**src/lrf_pkg.sv**
```systemverilog
/*
 * lrf_pkg: shared constants and carrier types for the low-energy radio
 * buffer framer and its event flags.
 * Assumes a single 250 MHz clock domain and byte-wide modem streams.
 */
package lrf_pkg;
	// register byte offsets on the AXI4-Lite slave
	localparam logic [7:0] REG_EVT_FLAGS  = 8'h00;
	localparam logic [7:0] REG_EVT_ENABLE = 8'h04;
	localparam logic [7:0] REG_RX_CONFIG  = 8'h08;
	localparam logic [7:0] REG_EVT_LINES  = 8'h0c;
	localparam logic [31:0] EVT_FLAGS_RST  = 32'h0000_0000;
	localparam logic [31:0] EVT_ENABLE_RST = 32'h0000_0000;
	localparam logic [7:0]  RX_CONFIG_RST  = 8'h00;
	localparam logic [1:0]  RESP_OKAY   = 2'h0;
	localparam logic [1:0]  RESP_SLVERR = 2'h2;

	// receive entry config byte fields
	localparam int CFG_LEN_SZ_LSB   = 0;
	localparam int CFG_KEEP_LEN     = 3;
	localparam int CFG_KEEP_CRC     = 4;
	localparam int CFG_APPEND_RSSI  = 5;
	localparam int CFG_APPEND_STAT  = 6;
	localparam int CFG_APPEND_TS    = 7;

	// event numbers in the 32-bit event vector
	localparam int EV_CMD_DONE      = 0;
	localparam int EV_LAST_CMD_DONE = 1;
	localparam int EV_TX_DONE       = 4;
	localparam int EV_TX_ACK        = 5;
	localparam int EV_TX_CTRL       = 6;
	localparam int EV_TX_CTRL_ACK   = 7;
	localparam int EV_TX_CTRL_ACK2  = 8;
	localparam int EV_RESEND        = 9;
	localparam int EV_TX_ENTRY_DONE = 10;
	localparam int EV_TX_BUF_SWAP   = 11;
	localparam int EV_RX_OK         = 16;
	localparam int EV_BAD_CRC       = 17;
	localparam int EV_RX_IGNORED    = 18;
	localparam int EV_RX_EMPTY      = 19;
	localparam int EV_RX_CTRL       = 20;
	localparam int EV_RX_CTRL_ACK   = 21;
	localparam int EV_RX_BUF_FULL   = 22;
	localparam int EV_RX_ENTRY_DONE = 23;
	localparam int EV_MODULES_OPEN  = 29;
	localparam int EV_BOOT_DONE     = 30;
	localparam int EV_INTERNAL_ERR  = 31;

	// packet layout
	localparam logic [7:0] CRC_BYTES     = 8'd3;
	localparam logic [7:0] TS_BYTES      = 8'd4;
	localparam logic [7:0] MAX_PAYLOAD   = 8'd37;
	localparam logic [5:0] LAST_CHANNEL  = 6'd39;
	localparam logic [5:0] BAD_CHANNEL   = 6'h3f;
	localparam logic [1:0] LLID_CTRL     = 2'h3;
	localparam logic [7:0] ADV_ADDR_ONE  = 8'd6;
	localparam logic [7:0] ADV_ADDR_TWO  = 8'd12;

	// sequencer event pulses, one cycle each
	typedef struct packed {
		logic cmd_done;
		logic last_cmd_done;
		logic tx_done;
		logic tx_ack;
		logic tx_ctrl;
		logic tx_ctrl_ack;
		logic tx_ctrl_ack_ack;
		logic resend_evt;
		logic tx_entry_done;
		logic buf_swapped;
		logic rx_ctrl_acked;
		logic rx_entry_done;
		logic modules_opened_evt;
		logic boot_done;
		logic internal_error;
	} lrf_seq_evt_t;

	// status sampled with the last received CRC byte
	typedef struct packed {
		logic       crc_ok;
		logic       ignore;
		logic [7:0] rssi;
		logic [5:0] channel;
	} lrf_rx_meta_t;

	// transmit header request
	typedef struct packed {
		logic       connected;
		logic [7:0] entry_len;
		logic [7:0] first_byte;
		logic       nesn;
		logic       sn;
		logic       md;
		logic [3:0] adv_type;
		logic       two_addr;
		logic       tx_add;
		logic       rx_add;
		logic [7:0] data_len;
	} lrf_tx_req_t;

	typedef struct packed {
		logic [15:0] header;
		logic        from_queue;
		logic        fetch_buf;
		logic [7:0]  buf_len;
	} lrf_tx_hdr_t;

	typedef enum logic [3:0] {
		RX_IDLE  = 4'h0,
		RX_HDR1  = 4'h1,
		RX_LEN   = 4'h2,
		RX_H0    = 4'h3,
		RX_H1    = 4'h4,
		RX_PAY   = 4'h5,
		RX_CRC   = 4'h6,
		RX_RSSI  = 4'h7,
		RX_STAT  = 4'h8,
		RX_TS    = 4'h9,
		RX_DROP  = 4'ha
	} lrf_rx_state_t;
endpackage

```
**src/lrf_framer.sv**
```systemverilog
/*
 * lrf_framer: receive-entry formatter, transmit header builder and
 * sticky event flags, with an AXI4-Lite register slave.
 * Assumes the modem delivers header, payload and CRC bytes in air order
 * and that a queue manager reports free space and accepts the entry stream.
 */
// What this block does
// - each event line is gated by its own enable bit; disabled ones stay quiet.
// - raise event 0 on command done, event 1 on last chained command done.
// - raise event 4 on transmit, 5 on acknowledgment, 9 on retransmission.
// - control packets: event 6 sent, 7 acked, 8 ack acknowledged.
// - event 10 on transmit entry finished, 11 on buffer swap done.
// - receive: event 16 good payload, 17 crc failure, 18 ignorable.
// - event 19 for good, non-ignored packet without payload bytes.
// - event 20 for good control packet, 21 when it was also acknowledged.
// - event 22 when a packet does not fit and a length field is on, 23 when entry finishes.
// - events 29 modules opened, 30 boot done, 31 internal error.
// - received packets go to queue; connected sends from queue, others buffer.
// - optional zero, one or two byte length field from air length plus extras.
// - keep_length_byte keeps both header bytes, else only the first.
// - three crc bytes stored only when keep_crc is set.
// - signal strength byte appended when append_signal_strength is set.
// - status byte appended when append_status is set.
// - timestamp of packet start appended last, byte by byte, unaligned.
// - entry order: length, header, payload, crc, strength, status, timestamp.
// - connected header takes llid from first entry byte, length from entry.
// - connected header gets nesn, sn, md inserted and reserved bits zero.
// - advertising header built here; data length zero skips the buffer.
// - any data length accepted for every advertising message type.
// - config bits 4 crc, 5 strength, 6 status, 7 timestamp.
// - status byte: channel bits 0-5 or 0x3f, ignore bit 6, crc error bit 7.
`timescale 1ns/100ps
module lrf_framer
	import lrf_pkg::*;
#(
	parameter int TS_W = 32
) (
	input  wire logic                aclk,
	input  wire logic                aresetn,
	input  wire logic [7:0]          s_axi_awaddr,
	input  wire logic                s_axi_awvalid,
	output logic                     s_axi_awready,
	input  wire logic [31:0]         s_axi_wdata,
	input  wire logic [3:0]          s_axi_wstrb,
	input  wire logic                s_axi_wvalid,
	output logic                     s_axi_wready,
	output logic [1:0]               s_axi_bresp,
	output logic                     s_axi_bvalid,
	input  wire logic                s_axi_bready,
	input  wire logic [7:0]          s_axi_araddr,
	input  wire logic                s_axi_arvalid,
	output logic                     s_axi_arready,
	output logic [31:0]              s_axi_rdata,
	output logic [1:0]               s_axi_rresp,
	output logic                     s_axi_rvalid,
	input  wire logic                s_axi_rready,
	input  wire lrf_seq_evt_t        seq_evt,
	output logic [31:0]              evt_lines,
	input  wire logic                rx_start,
	input  wire logic [TS_W-1:0]     rx_timestamp,
	input  wire logic [7:0]          rx_in_data,
	input  wire logic                rx_in_valid,
	output logic                     rx_in_ready,
	input  wire lrf_rx_meta_t        rx_meta,
	input  wire logic [7:0]          rxq_space,
	output logic [7:0]               rx_out_data,
	output logic                     rx_out_valid,
	output logic                     rx_out_last,
	input  wire logic                rx_out_ready,
	input  wire lrf_tx_req_t         tx_req,
	input  wire logic                tx_req_valid,
	output lrf_tx_hdr_t              tx_hdr,
	output logic                     tx_hdr_valid
);
	logic [31:0]   evt_flags;
	logic [31:0]   evt_enable;
	logic [7:0]    rx_config;
	logic          aw_full;
	logic          w_full;
	logic [7:0]    aw_addr;
	logic [31:0]   w_data;
	logic [3:0]    w_strb;
	lrf_rx_state_t rx_state;
	lrf_rx_state_t next_rx_state;
	logic [7:0]    hdr0;
	logic [7:0]    hdr1;
	logic [7:0]    air_len;
	logic [7:0]    cnt;
	logic [7:0]    next_cnt;
	logic [TS_W-1:0] ts_hold;
	lrf_rx_meta_t  meta;
	logic [7:0]    out_byte;
	logic          out_push;
	logic          out_last;
	logic          in_take;
	logic [31:0]   rx_evt;
	logic [31:0]   next_flags;

	// register decode
	wire aw_take   = s_axi_awvalid && s_axi_awready;
	wire w_take    = s_axi_wvalid && s_axi_wready;
	wire do_write  = aw_full && w_full && !s_axi_bvalid;
	wire wr_flags  = do_write && aw_addr == REG_EVT_FLAGS;
	wire wr_enable = do_write && aw_addr == REG_EVT_ENABLE;
	wire wr_config = do_write && aw_addr == REG_RX_CONFIG;
	wire wr_known  = wr_flags || wr_enable || wr_config || aw_addr == REG_EVT_LINES;
	wire ar_take   = s_axi_arvalid && s_axi_arready;
	wire rd_known  = s_axi_araddr == REG_EVT_FLAGS || s_axi_araddr == REG_EVT_ENABLE
		|| s_axi_araddr == REG_RX_CONFIG || s_axi_araddr == REG_EVT_LINES;
	wire [31:0] wmask = {{8{w_strb[3]}}, {8{w_strb[2]}}, {8{w_strb[1]}}, {8{w_strb[0]}}};
	wire [31:0] rd_word = (s_axi_araddr == REG_EVT_FLAGS)  ? evt_flags :
		(s_axi_araddr == REG_EVT_ENABLE) ? evt_enable :
		(s_axi_araddr == REG_RX_CONFIG)  ? {24'h000000, rx_config} :
		(s_axi_araddr == REG_EVT_LINES)  ? evt_lines : 32'h0000_0000;

	// write address and data are held separately, so either may come first
	always_ff @(posedge aclk) begin
		if (!aresetn) begin
			aw_full <= 1'b0;
			w_full <= 1'b0;
			aw_addr <= 8'h00;
			w_data <= 32'h0000_0000;
			w_strb <= 4'h0;
			s_axi_awready <= 1'b0;
			s_axi_wready <= 1'b0;
			s_axi_bvalid <= 1'b0;
			s_axi_bresp <= RESP_OKAY;
		end else begin
			if (aw_take) begin
				aw_full <= 1'b1;
				aw_addr <= {s_axi_awaddr[7:2], 2'b00};
			end else if (do_write) begin
				aw_full <= 1'b0;
			end
			if (w_take) begin
				w_full <= 1'b1;
				w_data <= s_axi_wdata;
				w_strb <= s_axi_wstrb;
			end else if (do_write) begin
				w_full <= 1'b0;
			end
			s_axi_awready <= !(aw_full || aw_take) || do_write;
			s_axi_wready <= !(w_full || w_take) || do_write;
			if (do_write) begin
				s_axi_bvalid <= 1'b1;
				s_axi_bresp <= wr_known ? RESP_OKAY : RESP_SLVERR;
			end else if (s_axi_bready) begin
				s_axi_bvalid <= 1'b0;
			end
		end
	end

	// read answers one cycle after the address is taken
	always_ff @(posedge aclk) begin
		if (!aresetn) begin
			s_axi_arready <= 1'b0;
			s_axi_rvalid <= 1'b0;
			s_axi_rdata <= 32'h0000_0000;
			s_axi_rresp <= RESP_OKAY;
		end else begin
			s_axi_arready <= !s_axi_rvalid && !ar_take;
			if (ar_take) begin
				s_axi_rvalid <= 1'b1;
				s_axi_rdata <= rd_word;
				s_axi_rresp <= rd_known ? RESP_OKAY : RESP_SLVERR;
			end else if (s_axi_rready) begin
				s_axi_rvalid <= 1'b0;
			end
		end
	end

	// configuration registers, byte lanes honoured
	always_ff @(posedge aclk) begin
		if (!aresetn) begin
			evt_enable <= EVT_ENABLE_RST;
			rx_config <= RX_CONFIG_RST;
		end else begin
			if (wr_enable)
				evt_enable <= (evt_enable & ~wmask) | (w_data & wmask);
			if (wr_config && w_strb[0])
				rx_config <= w_data[7:0];
		end
	end

	// configuration field views
	wire [1:0] length_field_size      = rx_config[CFG_LEN_SZ_LSB +: 2];
	wire       keep_length_byte       = rx_config[CFG_KEEP_LEN];
	wire       keep_crc               = rx_config[CFG_KEEP_CRC];
	wire       append_signal_strength = rx_config[CFG_APPEND_RSSI];
	wire       append_status          = rx_config[CFG_APPEND_STAT];
	wire       append_timestamp       = rx_config[CFG_APPEND_TS];

	// entry length: header kept plus payload plus every appended field
	wire [7:0] hdr_bytes  = keep_length_byte ? 8'd2 : 8'd1;
	wire [7:0] extra      = (keep_crc ? CRC_BYTES : 8'd0)
		+ (append_signal_strength ? 8'd1 : 8'd0)
		+ (append_status ? 8'd1 : 8'd0)
		+ (append_timestamp ? TS_BYTES : 8'd0);
	wire [7:0] len_bytes  = (length_field_size == 2'd0) ? 8'd0 :
		(length_field_size == 2'd1) ? 8'd1 : 8'd2;
	wire [7:0] body_len   = hdr_bytes + air_len + extra;
	wire [7:0] need_space = body_len + len_bytes;
	wire [7:0] byte1_len  = {2'b00, rx_in_data[5:0]};
	wire       too_long   = byte1_len > MAX_PAYLOAD;

	// status byte in the receive_status_format
	wire [5:0] stat_chan   = (meta.channel > LAST_CHANNEL) ? BAD_CHANNEL : meta.channel;
	wire [7:0] status_byte = {!meta.crc_ok, meta.ignore, stat_chan};
	wire       can_emit    = !rx_out_valid || rx_out_ready;
	// a byte is taken only while ready stands, so both sides agree on every transfer
	wire       in_ok       = rx_in_valid && rx_in_ready;
	// nothing follows the payload: the header or payload byte closes the entry
	wire       no_tail     = !keep_crc && !append_signal_strength && !append_status
		&& !append_timestamp;

	// receive entry sequencer
	always_comb begin
		next_rx_state = rx_state;
		next_cnt = cnt;
		out_byte = 8'h00;
		out_push = 1'b0;
		out_last = 1'b0;
		in_take = 1'b0;
		case (rx_state)
			RX_IDLE: begin
				in_take = in_ok;
				if (in_ok)
					next_rx_state = RX_HDR1;
			end
			RX_HDR1: begin
				in_take = in_ok;
				if (in_ok) begin
					next_cnt = 8'd0;
					if (too_long)
						next_rx_state = RX_DROP;
					else
						next_rx_state = (length_field_size == 2'd0) ? RX_H0 : RX_LEN;
				end
			end
			RX_LEN: begin
				if (cnt == 8'd0 && need_space > rxq_space) begin
					next_cnt = air_len + CRC_BYTES;
					next_rx_state = RX_DROP;
				end else if (can_emit) begin
					out_push = 1'b1;
					out_byte = (cnt == 8'd0) ? body_len : 8'h00; // high byte: entry < 256
					next_cnt = cnt + 8'd1;
					if (cnt + 8'd1 >= len_bytes) begin
						next_cnt = 8'd0;
						next_rx_state = RX_H0;
					end
				end
			end
			RX_H0: begin
				if (can_emit) begin
					out_push = 1'b1;
					out_byte = hdr0;
					next_rx_state = keep_length_byte ? RX_H1 : (air_len == 8'd0) ? RX_CRC : RX_PAY;
				end
			end
			RX_H1: begin
				if (can_emit) begin
					out_push = 1'b1;
					out_byte = hdr1;
					next_rx_state = (air_len == 8'd0) ? RX_CRC : RX_PAY;
				end
			end
			RX_PAY: begin
				if (in_ok) begin
					in_take = 1'b1;
					out_push = 1'b1;
					out_byte = rx_in_data;
					next_cnt = cnt + 8'd1;
					if (cnt + 8'd1 == air_len) begin
						next_cnt = 8'd0;
						next_rx_state = RX_CRC;
					end
				end
			end
			RX_CRC: begin
				if (in_ok) begin
					in_take = 1'b1;
					out_push = keep_crc;
					out_byte = rx_in_data;
					next_cnt = cnt + 8'd1;
					if (cnt + 8'd1 == CRC_BYTES) begin
						next_cnt = 8'd0;
						next_rx_state = RX_RSSI;
					end
				end
			end
			RX_RSSI: begin
				if (!append_signal_strength) begin
					next_rx_state = RX_STAT;
				end else if (can_emit) begin
					out_push = 1'b1;
					out_byte = meta.rssi;
					next_rx_state = RX_STAT;
				end
			end
			RX_STAT: begin
				if (!append_status) begin
					next_rx_state = RX_TS;
				end else if (can_emit) begin
					out_push = 1'b1;
					out_byte = status_byte;
					next_rx_state = RX_TS;
				end
			end
			RX_TS: begin
				if (!append_timestamp) begin
					next_rx_state = RX_IDLE;
				end else if (can_emit) begin
					out_push = 1'b1;
					out_byte = ts_hold[cnt[1:0]*8 +: 8]; // low byte first
					next_cnt = cnt + 8'd1;
					if (cnt + 8'd1 == TS_BYTES)
						next_rx_state = RX_IDLE;
				end
			end
			RX_DROP: begin
				in_take = in_ok;
				if (in_ok) begin
					next_cnt = cnt - 8'd1;
					if (cnt <= 8'd1)
						next_rx_state = RX_IDLE;
				end
			end
			default: next_rx_state = RX_IDLE;
		endcase
		// the final byte of the entry closes it, whichever field that is
		if (out_push && next_rx_state == RX_IDLE)
			out_last = 1'b1;
		else if (out_push && rx_state == RX_STAT && !append_timestamp)
			out_last = 1'b1;
		else if (out_push && rx_state == RX_RSSI && !append_status && !append_timestamp)
			out_last = 1'b1;
		else if (out_push && rx_state == RX_CRC && next_rx_state == RX_RSSI
			&& !append_signal_strength && !append_status && !append_timestamp)
			out_last = 1'b1;
		else if (out_push && no_tail && next_rx_state == RX_CRC)
			out_last = 1'b1;
	end

	wire crc_last   = rx_state == RX_CRC && in_take && cnt + 8'd1 == CRC_BYTES;
	wire dropped    = rx_state == RX_LEN && cnt == 8'd0 && need_space > rxq_space;
	wire entry_done = out_push && out_last;
	wire good       = rx_meta.crc_ok && !rx_meta.ignore;
	wire is_ctrl    = hdr0[1:0] == LLID_CTRL;

	// every received packet that is not dropped lands in the receive queue as one entry
	always_ff @(posedge aclk) begin
		if (!aresetn) begin
			rx_state <= RX_IDLE;
			cnt <= 8'd0;
			hdr0 <= 8'h00;
			hdr1 <= 8'h00;
			air_len <= 8'h00;
			ts_hold <= '0;
			meta <= '0;
			rx_out_valid <= 1'b0;
			rx_out_data <= 8'h00;
			rx_out_last <= 1'b0;
			rx_in_ready <= 1'b0;
		end else begin
			rx_state <= next_rx_state;
			cnt <= (rx_state == RX_HDR1 && in_take && too_long) ? byte1_len + CRC_BYTES : next_cnt;
			if (rx_state == RX_IDLE && in_take)
				hdr0 <= rx_in_data;
			if (rx_state == RX_HDR1 && in_take) begin
				air_len <= byte1_len;
				hdr1 <= rx_in_data;
			end
			if (rx_start)
				ts_hold <= rx_timestamp;       // start of packet
			if (crc_last)
				meta <= rx_meta;
			if (out_push) begin
				rx_out_valid <= 1'b1;
				rx_out_data <= out_byte;
				rx_out_last <= out_last;
			end else if (rx_out_ready) begin
				rx_out_valid <= 1'b0;
			end
			rx_in_ready <= (next_rx_state == RX_IDLE || next_rx_state == RX_HDR1
				|| next_rx_state == RX_DROP || next_rx_state == RX_PAY
				|| next_rx_state == RX_CRC) && !(out_push || (rx_out_valid && !rx_out_ready));
		end
	end

	// event vector; receive crc, ignore, good, empty and control events classified when the last crc byte arrives
	always_comb begin
		rx_evt = 32'h0000_0000;
		rx_evt[EV_BAD_CRC]       = crc_last && !rx_meta.crc_ok;
		rx_evt[EV_RX_IGNORED]    = crc_last && rx_meta.crc_ok && rx_meta.ignore;
		rx_evt[EV_RX_OK]         = crc_last && good && air_len != 8'd0;
		rx_evt[EV_RX_EMPTY]      = crc_last && good && air_len == 8'd0;
		rx_evt[EV_RX_CTRL]       = crc_last && good && is_ctrl;
		rx_evt[EV_RX_CTRL_ACK]   = seq_evt.rx_ctrl_acked;
		rx_evt[EV_RX_BUF_FULL]   = dropped;
		rx_evt[EV_RX_ENTRY_DONE] = entry_done || seq_evt.rx_entry_done;
		rx_evt[EV_CMD_DONE]      = seq_evt.cmd_done;
		rx_evt[EV_LAST_CMD_DONE] = seq_evt.last_cmd_done;
		rx_evt[EV_TX_DONE]       = seq_evt.tx_done;
		rx_evt[EV_TX_ACK]        = seq_evt.tx_ack;
		rx_evt[EV_RESEND]        = seq_evt.resend_evt;
		rx_evt[EV_TX_CTRL]       = seq_evt.tx_ctrl;
		rx_evt[EV_TX_CTRL_ACK]   = seq_evt.tx_ctrl_ack;
		rx_evt[EV_TX_CTRL_ACK2]  = seq_evt.tx_ctrl_ack_ack;
		rx_evt[EV_TX_ENTRY_DONE] = seq_evt.tx_entry_done;
		rx_evt[EV_TX_BUF_SWAP]   = seq_evt.buf_swapped;
		rx_evt[EV_MODULES_OPEN]  = seq_evt.modules_opened_evt;
		rx_evt[EV_BOOT_DONE]     = seq_evt.boot_done;
		rx_evt[EV_INTERNAL_ERR]  = seq_evt.internal_error;
	end

	// sticky flags: a new event beats a write-one-to-clear in the same cycle
	assign next_flags = (evt_flags & ~(wr_flags ? (w_data & wmask) : 32'h0)) | rx_evt;

	always_ff @(posedge aclk) begin
		if (!aresetn) begin
			evt_flags <= EVT_FLAGS_RST;
			evt_lines <= 32'h0000_0000;
		end else begin
			evt_flags <= next_flags;
			evt_lines <= next_flags & evt_enable;
		end
	end

	// transmit header builder
	wire [7:0] adv_len  = (tx_req.two_addr ? ADV_ADDR_TWO : ADV_ADDR_ONE) + tx_req.data_len;
	wire [7:0] conn_len = (tx_req.entry_len == 8'd0) ? 8'd0 : tx_req.entry_len - 8'd1;
	wire [15:0] conn_hdr = {conn_len, 3'b000, tx_req.md, tx_req.sn, tx_req.nesn,
		tx_req.first_byte[1:0]};
	wire [15:0] adv_hdr  = {adv_len, tx_req.rx_add, tx_req.tx_add, 2'b00, tx_req.adv_type};

	always_ff @(posedge aclk) begin
		if (!aresetn) begin
			tx_hdr <= '0;
			tx_hdr_valid <= 1'b0;
		end else begin
			tx_hdr_valid <= tx_req_valid;
			if (tx_req_valid) begin
				tx_hdr.header <= tx_req.connected ? conn_hdr : adv_hdr;
				tx_hdr.from_queue <= tx_req.connected;
				tx_hdr.fetch_buf <= !tx_req.connected && tx_req.data_len != 8'd0;
				tx_hdr.buf_len <= tx_req.connected ? conn_len : tx_req.data_len;
			end
		end
	end
endmodule

```
**config.mk**
```make
export PLATFORM = sky130hd
export DESIGN_NAME = lrf_framer
export DESIGN_NICKNAME = d
export VERILOG_FILES = /design/src/lrf_pkg.sv /design/src/lrf_framer.sv
export SDC_FILE = /design/constraint.sdc
export NUM_CORES = 1
export LEC_CHECK = 0
export BUFFER_PORTS_ARGS = -buffer_cell sky130_fd_sc_hd__buf_2
export CORE_ASPECT_RATIO = 1.25
export CORE_MARGIN = 2
export CORE_UTILIZATION = 45
export CTS_BUF_LIST = sky130_fd_sc_hd__clkbuf_8
export DETAILED_ROUTE_END_ITERATION = 7
export PLACE_DENSITY_LB_ADDON = 0.05
export SLEW_MARGIN = 0
export SYNTH_ARGS = -nofsm -noshare
export SYNTH_HDL_FRONTEND = slang
export SYNTH_SLANG_ARGS = --single-unit
```
**constraint.sdc**
```tcl
create_clock -name aclk -period 9.4 [get_ports aclk]
set_input_delay 0 -clock aclk [delete_from_list [all_inputs] [get_ports aclk]]
set_output_delay 0 -clock aclk [all_outputs]
set_load 0.02 [all_outputs]
```
# After elaboration in Yosys (flattened, before gate mapping)
# Index checks and enable logic that the tools add are counted.
# totals
register_bits	309
out_inout_bits	111
elab_cells	288
in_bits	177
# op_classes
magnitude_cmp	5
shift	1
bitwise_logic	8
add_sub_neg	12
n_reduce_logical	100
eq_ne	33
n_mux	93
# op_table
cell	n
2-to-1 mux 8 bit	26
2-to-1 mux 32 bit	5
AND 32 bit	4
2-to-1 mux 4 bit	23
NOT 32 bit	2
bitwise OR 32 bit	2
one-hot mux 8 bit (7 select lines)	1
one-hot mux 8 bit (6 select lines)	1
logical AND 1 bit	47
one-hot mux 4 bit (11 select lines)	1
logical NOT 8 bit	5
variable part select 32 x 6 -> 8 bit	1
equality test 4 x 3 -> 1 bit (second input constant)	7
2-to-1 mux 1 bit	24
logical OR 1 bit	17
equality test 4 bit (second input constant)	4
equality test 8 x 3 -> 1 bit (second input constant)	2
equality test 8 x 4 -> 1 bit (second input constant)	2
logical NOT 1 bit	16
2-to-1 mux 16 bit	1
nonzero test 8 bit	2
subtractor 8 x 1 -> 8 bit (second input constant)	2
adder 6 x 2 -> 7 bit (second input constant)	2
2-to-1 mux 2 bit	7
other kinds (34)	48

# Longest topological paths before layout
# Gate-level depths: netlist of the first run.
# depth
word_depth	23
depth_mapped	20
mapped_depth_nobuf	19

# Worst setup path before layout of the first run
# No wires, ideal clock.
# synth_timing
path_type	register -> register
startpoint	reg rx_config[4]
endpoint	reg evt_lines[23]
n_path_buf	0
required_time_ns	9.263
slack_ns	4.569
setup_ns	0.137
path_stages_with_launch	20
arrival_time_ns	4.694
synth_period_minus_slack_ns	4.831
cell_sequence	dfxtp_1 > fa_1 > fa_1 > inv_1 > fa_1 > inv_1 > ha_1 > a21oi_1 > nor2_1 > nand3_1 > xor2_1 > ha_1 > a211o_1 > a21oi_1 > a2111oi_2 > a21oi_1 > or3b_1 > a221o_1 > o211ai_1 > a311oi_1
# synth_between
elab_chain_cells	23
word_cells_on_any_way	42
cone_classes	5 x add/sub; 1 x order compare; 2 x eq/ne; 11 x mux; 2 x bitwise; 21 x reduce/logical
# synth_lines
element	line_no	source
start, declared	lrf_framer.sv:77	logic [7:0] rx_config;
start signal, assigned	lrf_framer.sv:181	rx_config <= w_data[7:0];
2-to-1 mux 2 bit	lrf_framer.sv:195	wire [7:0] extra = (keep_crc ? CRC_BYTES : 8'd0)
adder 2 x 1 -> 3 bit	lrf_framer.sv:196	+ (append_signal_strength ? 8'd1 : 8'd0)
adder 3 x 1 -> 4 bit	lrf_framer.sv:197	+ (append_status ? 8'd1 : 8'd0)
adder 4 x 3 -> 5 bit	lrf_framer.sv:198	+ (append_timestamp ? TS_BYTES : 8'd0);
adder 7 x 5 -> 8 bit	lrf_framer.sv:201	wire [7:0] body_len = hdr_bytes + air_len + extra;
adder 8 x 2 -> 8 bit	lrf_framer.sv:202	wire [7:0] need_space = body_len + len_bytes;
greater-than comparator 8 bit	lrf_framer.sv:241	if (cnt == 8'd0 && need_space > rxq_space) begin
logical AND 1 bit	lrf_framer.sv:241	
[... 7 more ...]	--	
2-to-1 mux 1 bit	lrf_framer.sv:338	else if (out_push && rx_state == RX_CRC && next_rx_state == RX_RSSI
2-to-1 mux 1 bit	lrf_framer.sv:336	else if (out_push && rx_state == RX_RSSI && !append_status && !append_timestamp)
2-to-1 mux 1 bit	lrf_framer.sv:334	else if (out_push && rx_state == RX_STAT && !append_timestamp)
2-to-1 mux 1 bit	lrf_framer.sv:332	if (out_push && next_rx_state == RX_IDLE)
logical AND 1 bit (*)	lrf_framer.sv:347	wire entry_done = out_push && out_last;
logical OR 1 bit (*)	lrf_framer.sv:401	rx_evt[EV_RX_ENTRY_DONE] = entry_done || seq_evt.rx_entry_done;
bitwise OR 32 bit (*)	lrf_framer.sv:418	assign next_flags = (evt_flags & ~(wr_flags ? (w_data & wmask) : 32'h0)) | rx_evt;
AND 32 bit (*)	lrf_framer.sv:426	evt_lines <= next_flags & evt_enable;
end signal, assigned	lrf_framer.sv:426	
end, declared	lrf_framer.sv:58	output logic [31:0] evt_lines,
# Every way passes the cells marked *; elsewhere a longest branch is shown, timed or not.
# A chain may end at the register's enable or synchronous reset.

==> qor.yml, run 1 <==
htreeDepth: 2
dr.pass1.iters: 8
cp.arrival_ps: 6480
synth_common_cells: "dfxtp_1, nand2_1, a21oi_1"
dp_hpwl_um: 29800
ctsResizeCount: 0
yosysTopAreaCell: "dfxtp_1"
rsz0062_at_grt: "false"
path_common_cell: "fa_1"
crit_chain: "fa_1 -> fa_1 -> inv_1 -> fa_1 -> nor2b_1 -> o21ai_0 -> nand2b_1 -> xor2_1 -> nand3_1 -> xor2_1 -> ha_1 -> a211o_1 -> a21oi_1 -> a2111oi_2 -> a21oi_1 -> nand2_1 -> nor3_1 -> a222oi_1 -> a211oi_1"
min_path_type: "in2reg"
portBuffers: 276
final_util_pct: 59.6
pin_count: 288
stdcell_area_mm2: 0.0180
synthArstFlopShare_pct: 0
synth_seq_cells: 299
relSlewSlack_pct: 22.1
synthCells: 1676
leakagePower_nw: 7.59
met1_usage_pct: 33.3
area_growth_pct: 30.2
ant_nets: 0
synth_top_area_share_pct: 43.3
grt_start_max_net_pins: 122
drive_above_1_share_pct: 18.7
hold_depth: 4
path_class: "reg2reg"
synth.avg_cell_area_um2: 8.24
cp_max_fo: 8
p_total_mw: 3.07
p_per_area_mw_per_mm2: 171
rows: 71
clk_pin_slew_ps: 60
required_ps: 9890
max_freq_mhz: 167
drt-vias-per-instance: 5.38
cts_root_buf: "clkbuf_8"
yosysSeqAreaShare_pct: 43.3
die_w_um: 161
placed_area_mm2: 0.0154
place.gp.congestion: 0.890
cp_top_family: "compound AO/OA/AOI/OAI gates"
top_usage_layer: "met2"
met3_usage_pct: 4.11
worst_setup_path_start_kind: "flip-flop"
start_util_pct: 45.7
slew_violations: 0
vdd_drop_max_uv: 122
fin_skew_ps: 24.5
nets: 2282
critPathSlowestCell: "nor3_1"
synth-edff-count: 0
reg2regPathDepth: 19
worst_pin_slew_ps: 1170
drt_iter0_drc: 898
fin_setup_tns_ps: 0
drv_cap: 0
cp_slowest_stage_delay_ps: 680
status: "completed"
critPathCaptureType: "flip-flop"
setup_viol: 0
nFillCells: 2790
core_area_mm2: 0.0302
grt_remaining_overflow: 0
synth_most_common_cell: "dfxtp_1"
cts_tree: "built"
yosys_warnings: 0
fin_crit_sh_pct: 63.7
die_area_mm2: 0.0321
wl_per_cell_um: 18.0
antenna_found_initial: 0
cp.depth: 19
clockBufferDepth: 3
numCtsBuffers: 48
grt_pass1_wl_um: 68700
clock-sinks: 299
die_h_um: 200
use_met2_pct: 46.8
syn_area_mm2: 0.0138
grt_pass1_vias: 12900
fin_crit_ps: 5990
route.detailed.drc: 0
grt.total_usage_pct: 26.8
hold_viol: 0
critPathBufInv: 1
drt_wl_total_um: 45100
synth_cell_type_count: 77
ys_top_cells_by_area: "dfxtp_1, a21oi_1, nand2_1, nor2_1, mux2i_1"
insertion_delay_ps: 590
vias: 13500
ys.flop_type: "dfxtp_1"
-- worst register-to-register path, stage by stage, from the launching register on --
cell and delay (ps):
dfxtp_1 570, fa_1 510, fa_1 410, inv_1 100, fa_1 240, nor2b_1 60, o21ai_0 140, nand2b_1 100
xor2_1 410, nand3_1 160, xor2_1 180, ha_1 310, a211o_1 300, a21oi_1 240, a2111oi_2 120, a21oi_1 660
nand2_1 110, nor3_1 680, a222oi_1 250, a211oi_1 320
-- cell type report --
class                      count  area, µm²  share of cell area [%]
clock buffer                  60        826                    4.59
clock inverter                26        134                   0.744
tap                          401        502                    2.79
antenna                        1       2.50                  0.0139
sequential                   299       5990                    33.3
multi-input combinational   1203       7150                    39.7
timing repair buffer         455       3140                    17.5
inverter                      65        249                    1.38
-- routing by layer --
layer / up-vias / part of all wire (%)
met5: - / 0
met4: 0 / 3.8
met3: 114 / 5.5
met2: 455 / 49
met1: 6326 / 42
li1: 6603 / -
-- repair_timing --
action,4_1_cts,5_1_grt
hold endpoints to repair,196,0
endpoints found under the setup margin,0,0
hold buffers,167,0
buffers inserted,0,0
-- logic make-up after synthesis --
group	Yosys count	synth area share, %
compound gates	409	18.2
xor+xnor	34	2.16
fa+ha+maj	33	3.26
buf+inv	177	5.13
flops	299	43.3
mux	82	6.75
other cells	1	0.0271
simple gates	641	21.1
-- layout by cell type (no fill, tap or decap), drive strengths merged, types with 8 or more instances in the layout --
master	n
a211oi	19
a21oi	220
a222oi	13
a22o	9
a22oi	12
a31oi	12
and2	37
and3	9
buf	288
clkbuf	60
dfxtp	299
dlygate4sd3	167
ha	28
inv	86
mux2	9
mux2i	65
mux4	8
nand2	255
nand2b	10
nand3	64
nand4	8
nor2	175
nor2b	18
nor3	22
nor3b	9
nor4	8
o211ai	9
o21ai	46
o22ai	8
o31ai	28
or3	8
xnor2	19
xor2	15
-- where the power goes --
group / internal (mW) / switching (mW) / total (mW)
Combinational: 0.238 / 0.314 / 0.552
Clock: 0.600 / 0.527 / 1.13
Sequential: 1.33 / 0.0662 / 1.39
Total: 2.17 / 0.907 / 3.07
-- final timing paths --
check                             startpoint        endpoint  slack [ps]
worst max-delay path                 hdr1[0]  rx_out_data[1]        3410
worst min-delay path            s_axi_wvalid          w_full          40
worst max register to register       hdr1[0]  rx_out_data[1]        3410
worst min register to register  evt_flags[2]    evt_flags[2]         440
-- through the flow --
step	cells	worst slack (ps)	hold slack, ps
floorplan	1679	4570	136
global placement	2256	3660	233
detailed placement	2256	3510	235
CTS	2509	3470	2.01
global route	2509	3090	54.6
finish	2510	3410	44.8
Note: power is estimated with default switching activity, not from simulation.
==> run 2, diff against run 1 <==
==> constraint.sdc (replaced) <==
create_clock -name aclk -period 5.15 [get_ports aclk]
set_input_delay 0 -clock aclk [delete_from_list [all_inputs] [get_ports aclk]]
set_output_delay 0 -clock aclk [all_outputs]
set_load 0.02 [all_outputs]
==> run 2 against run 1 <==
Compared with the run above:
- via count is 2.4% higher
- sequential share of layout area is 0.67 points lower
- register-to-register slack worse by 3200 ps
- critical path depth is 1 lower
- fmax is 21% higher
- setup slack worse by 3200 ps
- critical endpoint is now evt_lines[23]
- largest power group unchanged
==> qor.yml, run 2 (synthesized netlist as in run 1, its figures left out) <==
cp_top_family: "adder cells"
leakagePower_nw: 7.77
portBuffers: 276
slew_violations: 0
numCtsBuffers: 50
rr_startpoint: "hdr1[0]"
dp_hpwl_um: 32100
hold_viol: 0
grt_pass1_wl_um: 73400
critPathSlowestCell: "fa_1"
p_per_area_mw_per_mm2: 316
start_util_pct: 45.7
dr.pass1.iters: 6
ant_nets: 0
cts_root_buf: "clkbuf_8"
stdcell_area_mm2: 0.0184
vias: 13800
nFillCells: 2752
place_inst: 2270
clock-sinks: 299
fin_skew_ps: 23.1
relSlewSlack_pct: 22.2
cts_tree: "built"
cp_slowest_stage_delay_ps: 500
p_total_mw: 5.80
timing.hold.ws_ps: 52.8
final_cell_mix: "dfxtp_1, buf_2, nand2_1"
path_class: "reg2reg"
nets: 2308
drt_iter0_drc: 899
fin_ws_ps: 189
htreeDepth: 2
worstHoldStart: "s_axi_wvalid"
die_area_mm2: 0.0321
fin_crit_sh_pct: 96.3
rsz0062_at_grt: "true"
critPathCaptureType: "flip-flop"
hold_depth: 4
min_path_type: "in2reg"
ff2ff_setup_slack_ps: 190
core_area_mm2: 0.0302
die_w_um: 161
drive_above_1_share_pct: 20.3
insertion_delay_ps: 580
required_ps: 5570
antenna_found_initial: 0
clk_pin_slew_ps: 60
worst_setup_path_start_kind: "flip-flop"
fin_setup_tns_ps: 0
die_h_um: 200
drv_cap: 0
vdd_drop_max_uv: 219
final_cells: 2537
route.detailed.drc: 0
worst_pin_slew_ps: 1170
r2r-end: "evt_lines[23]"
status: "completed"
drt_wl_total_um: 47800
final_util_pct: 60.8
pin_count: 288
grt_remaining_overflow: 0
reg2regPathDepth: 18
fin_crit_ps: 4960
multi_input_area_mm2: 0.00723
wl_per_cell_um: 18.8
rows: 71
seq_area_mm2: 0.00599
critPathBufInv: 2
placed_area_mm2: 0.0155
diodes: 0
setup_viol: 0
min_to: "w_full"
cp_max_fo: 6
drt-vias-per-instance: 5.45
grt.total_usage_pct: 28.8
crit_chain: "fa_1 -> fa_2 -> inv_2 -> fa_2 -> fa_1 -> nor2_1 -> nand2_1 -> xnor2_1 -> ha_1 -> a211o_1 -> a21oi_4 -> nand3_2 -> a21oi_2 -> buf_6 -> or3b_4 -> a221o_1 -> o211ai_1 -> a311oi_1"
place.gp.congestion: 0.915
clockBufferDepth: 3
cp.arrival_ps: 5380
post-place-ws_ps: 23.7
layout_commonest_cell: "dfxtp_1"
grt_start_max_net_pins: 80
max_freq_mhz: 202
area_growth_pct: 32.9
grt_pass1_vias: 13600
## run 2: cell types whose count changed in the layout (fill, tap and decap cells not counted), moves of 3 or more
cell,previous run,this run
buf_4,12,27
dlygate4sd3_1,167,174
a21oi_1,219,216
clkbuf_8,60,63
inv_1,84,81
## run 2: repair_timing
item                                   in CTS  in global routing
resized for setup                           0                 23
endpoints found under the hold margin     194                  0
hold buffers                              174                  0
setup buffers                               0                  3
setup endpoints to repair                   0                 20
## run 2: area by class of cell
type / instances / area share (%)
timing repair buffer: 479 / 18.3
clock inverter: 27 / 0.933
tap: 401 / 2.73
multi-input combinational: 1203 / 39.4
sequential: 299 / 32.6
inverter: 65 / 1.36
clock buffer: 63 / 4.72
## run 2: routing by layer
layer | wire, µm | part of all wire [%] | vias to the layer above | track usage (%)
li1 | - | - | 6649 | -
met1 | 19100 | 40 | 6546 | 34.4
met2 | 23900 | 50 | 488 | 51.3
met3 | 2550 | 5.3 | 133 | 4.26
met4 | 2210 | 4.6 | 0 | 13.2
met5 | 0 | 0 | - | 0
## run 2: report_power, final
| group | internal, mW | switching (mW) | leakage [nW] |
|---|---|---|---|
| clock | 1.20 | 0.969 | 0.609 |
| sequential | 2.43 | 0.120 | 2.43 |
| combinational | 0.465 | 0.615 | 4.73 |
| total | 4.09 | 1.70 | 7.77 |
## run 2: worst max path at each step
| stage | start | endpoint | depth (start not counted) |
|---|---|---|---|
| 6_report | hdr1[0] | evt_lines[23] | 18 |
| 5_1_grt | hdr1[0] | evt_lines[23] | 19 |
| 4_1_cts | rx_config[4] | evt_lines[23] | 20 |
| 3_5_place_dp | rx_config[4] | evt_lines[23] | 20 |
| 3_3_place_gp | rx_config[4] | evt_lines[23] | 20 |
| 2_1_floorplan | rx_config[4] | evt_lines[23] | 19 |
## run 2: worst min-delay path, cell delays in order
cell,delay [ps]
buf_2,80
nand2_1,50
buf_4,290
a21oi_1,170
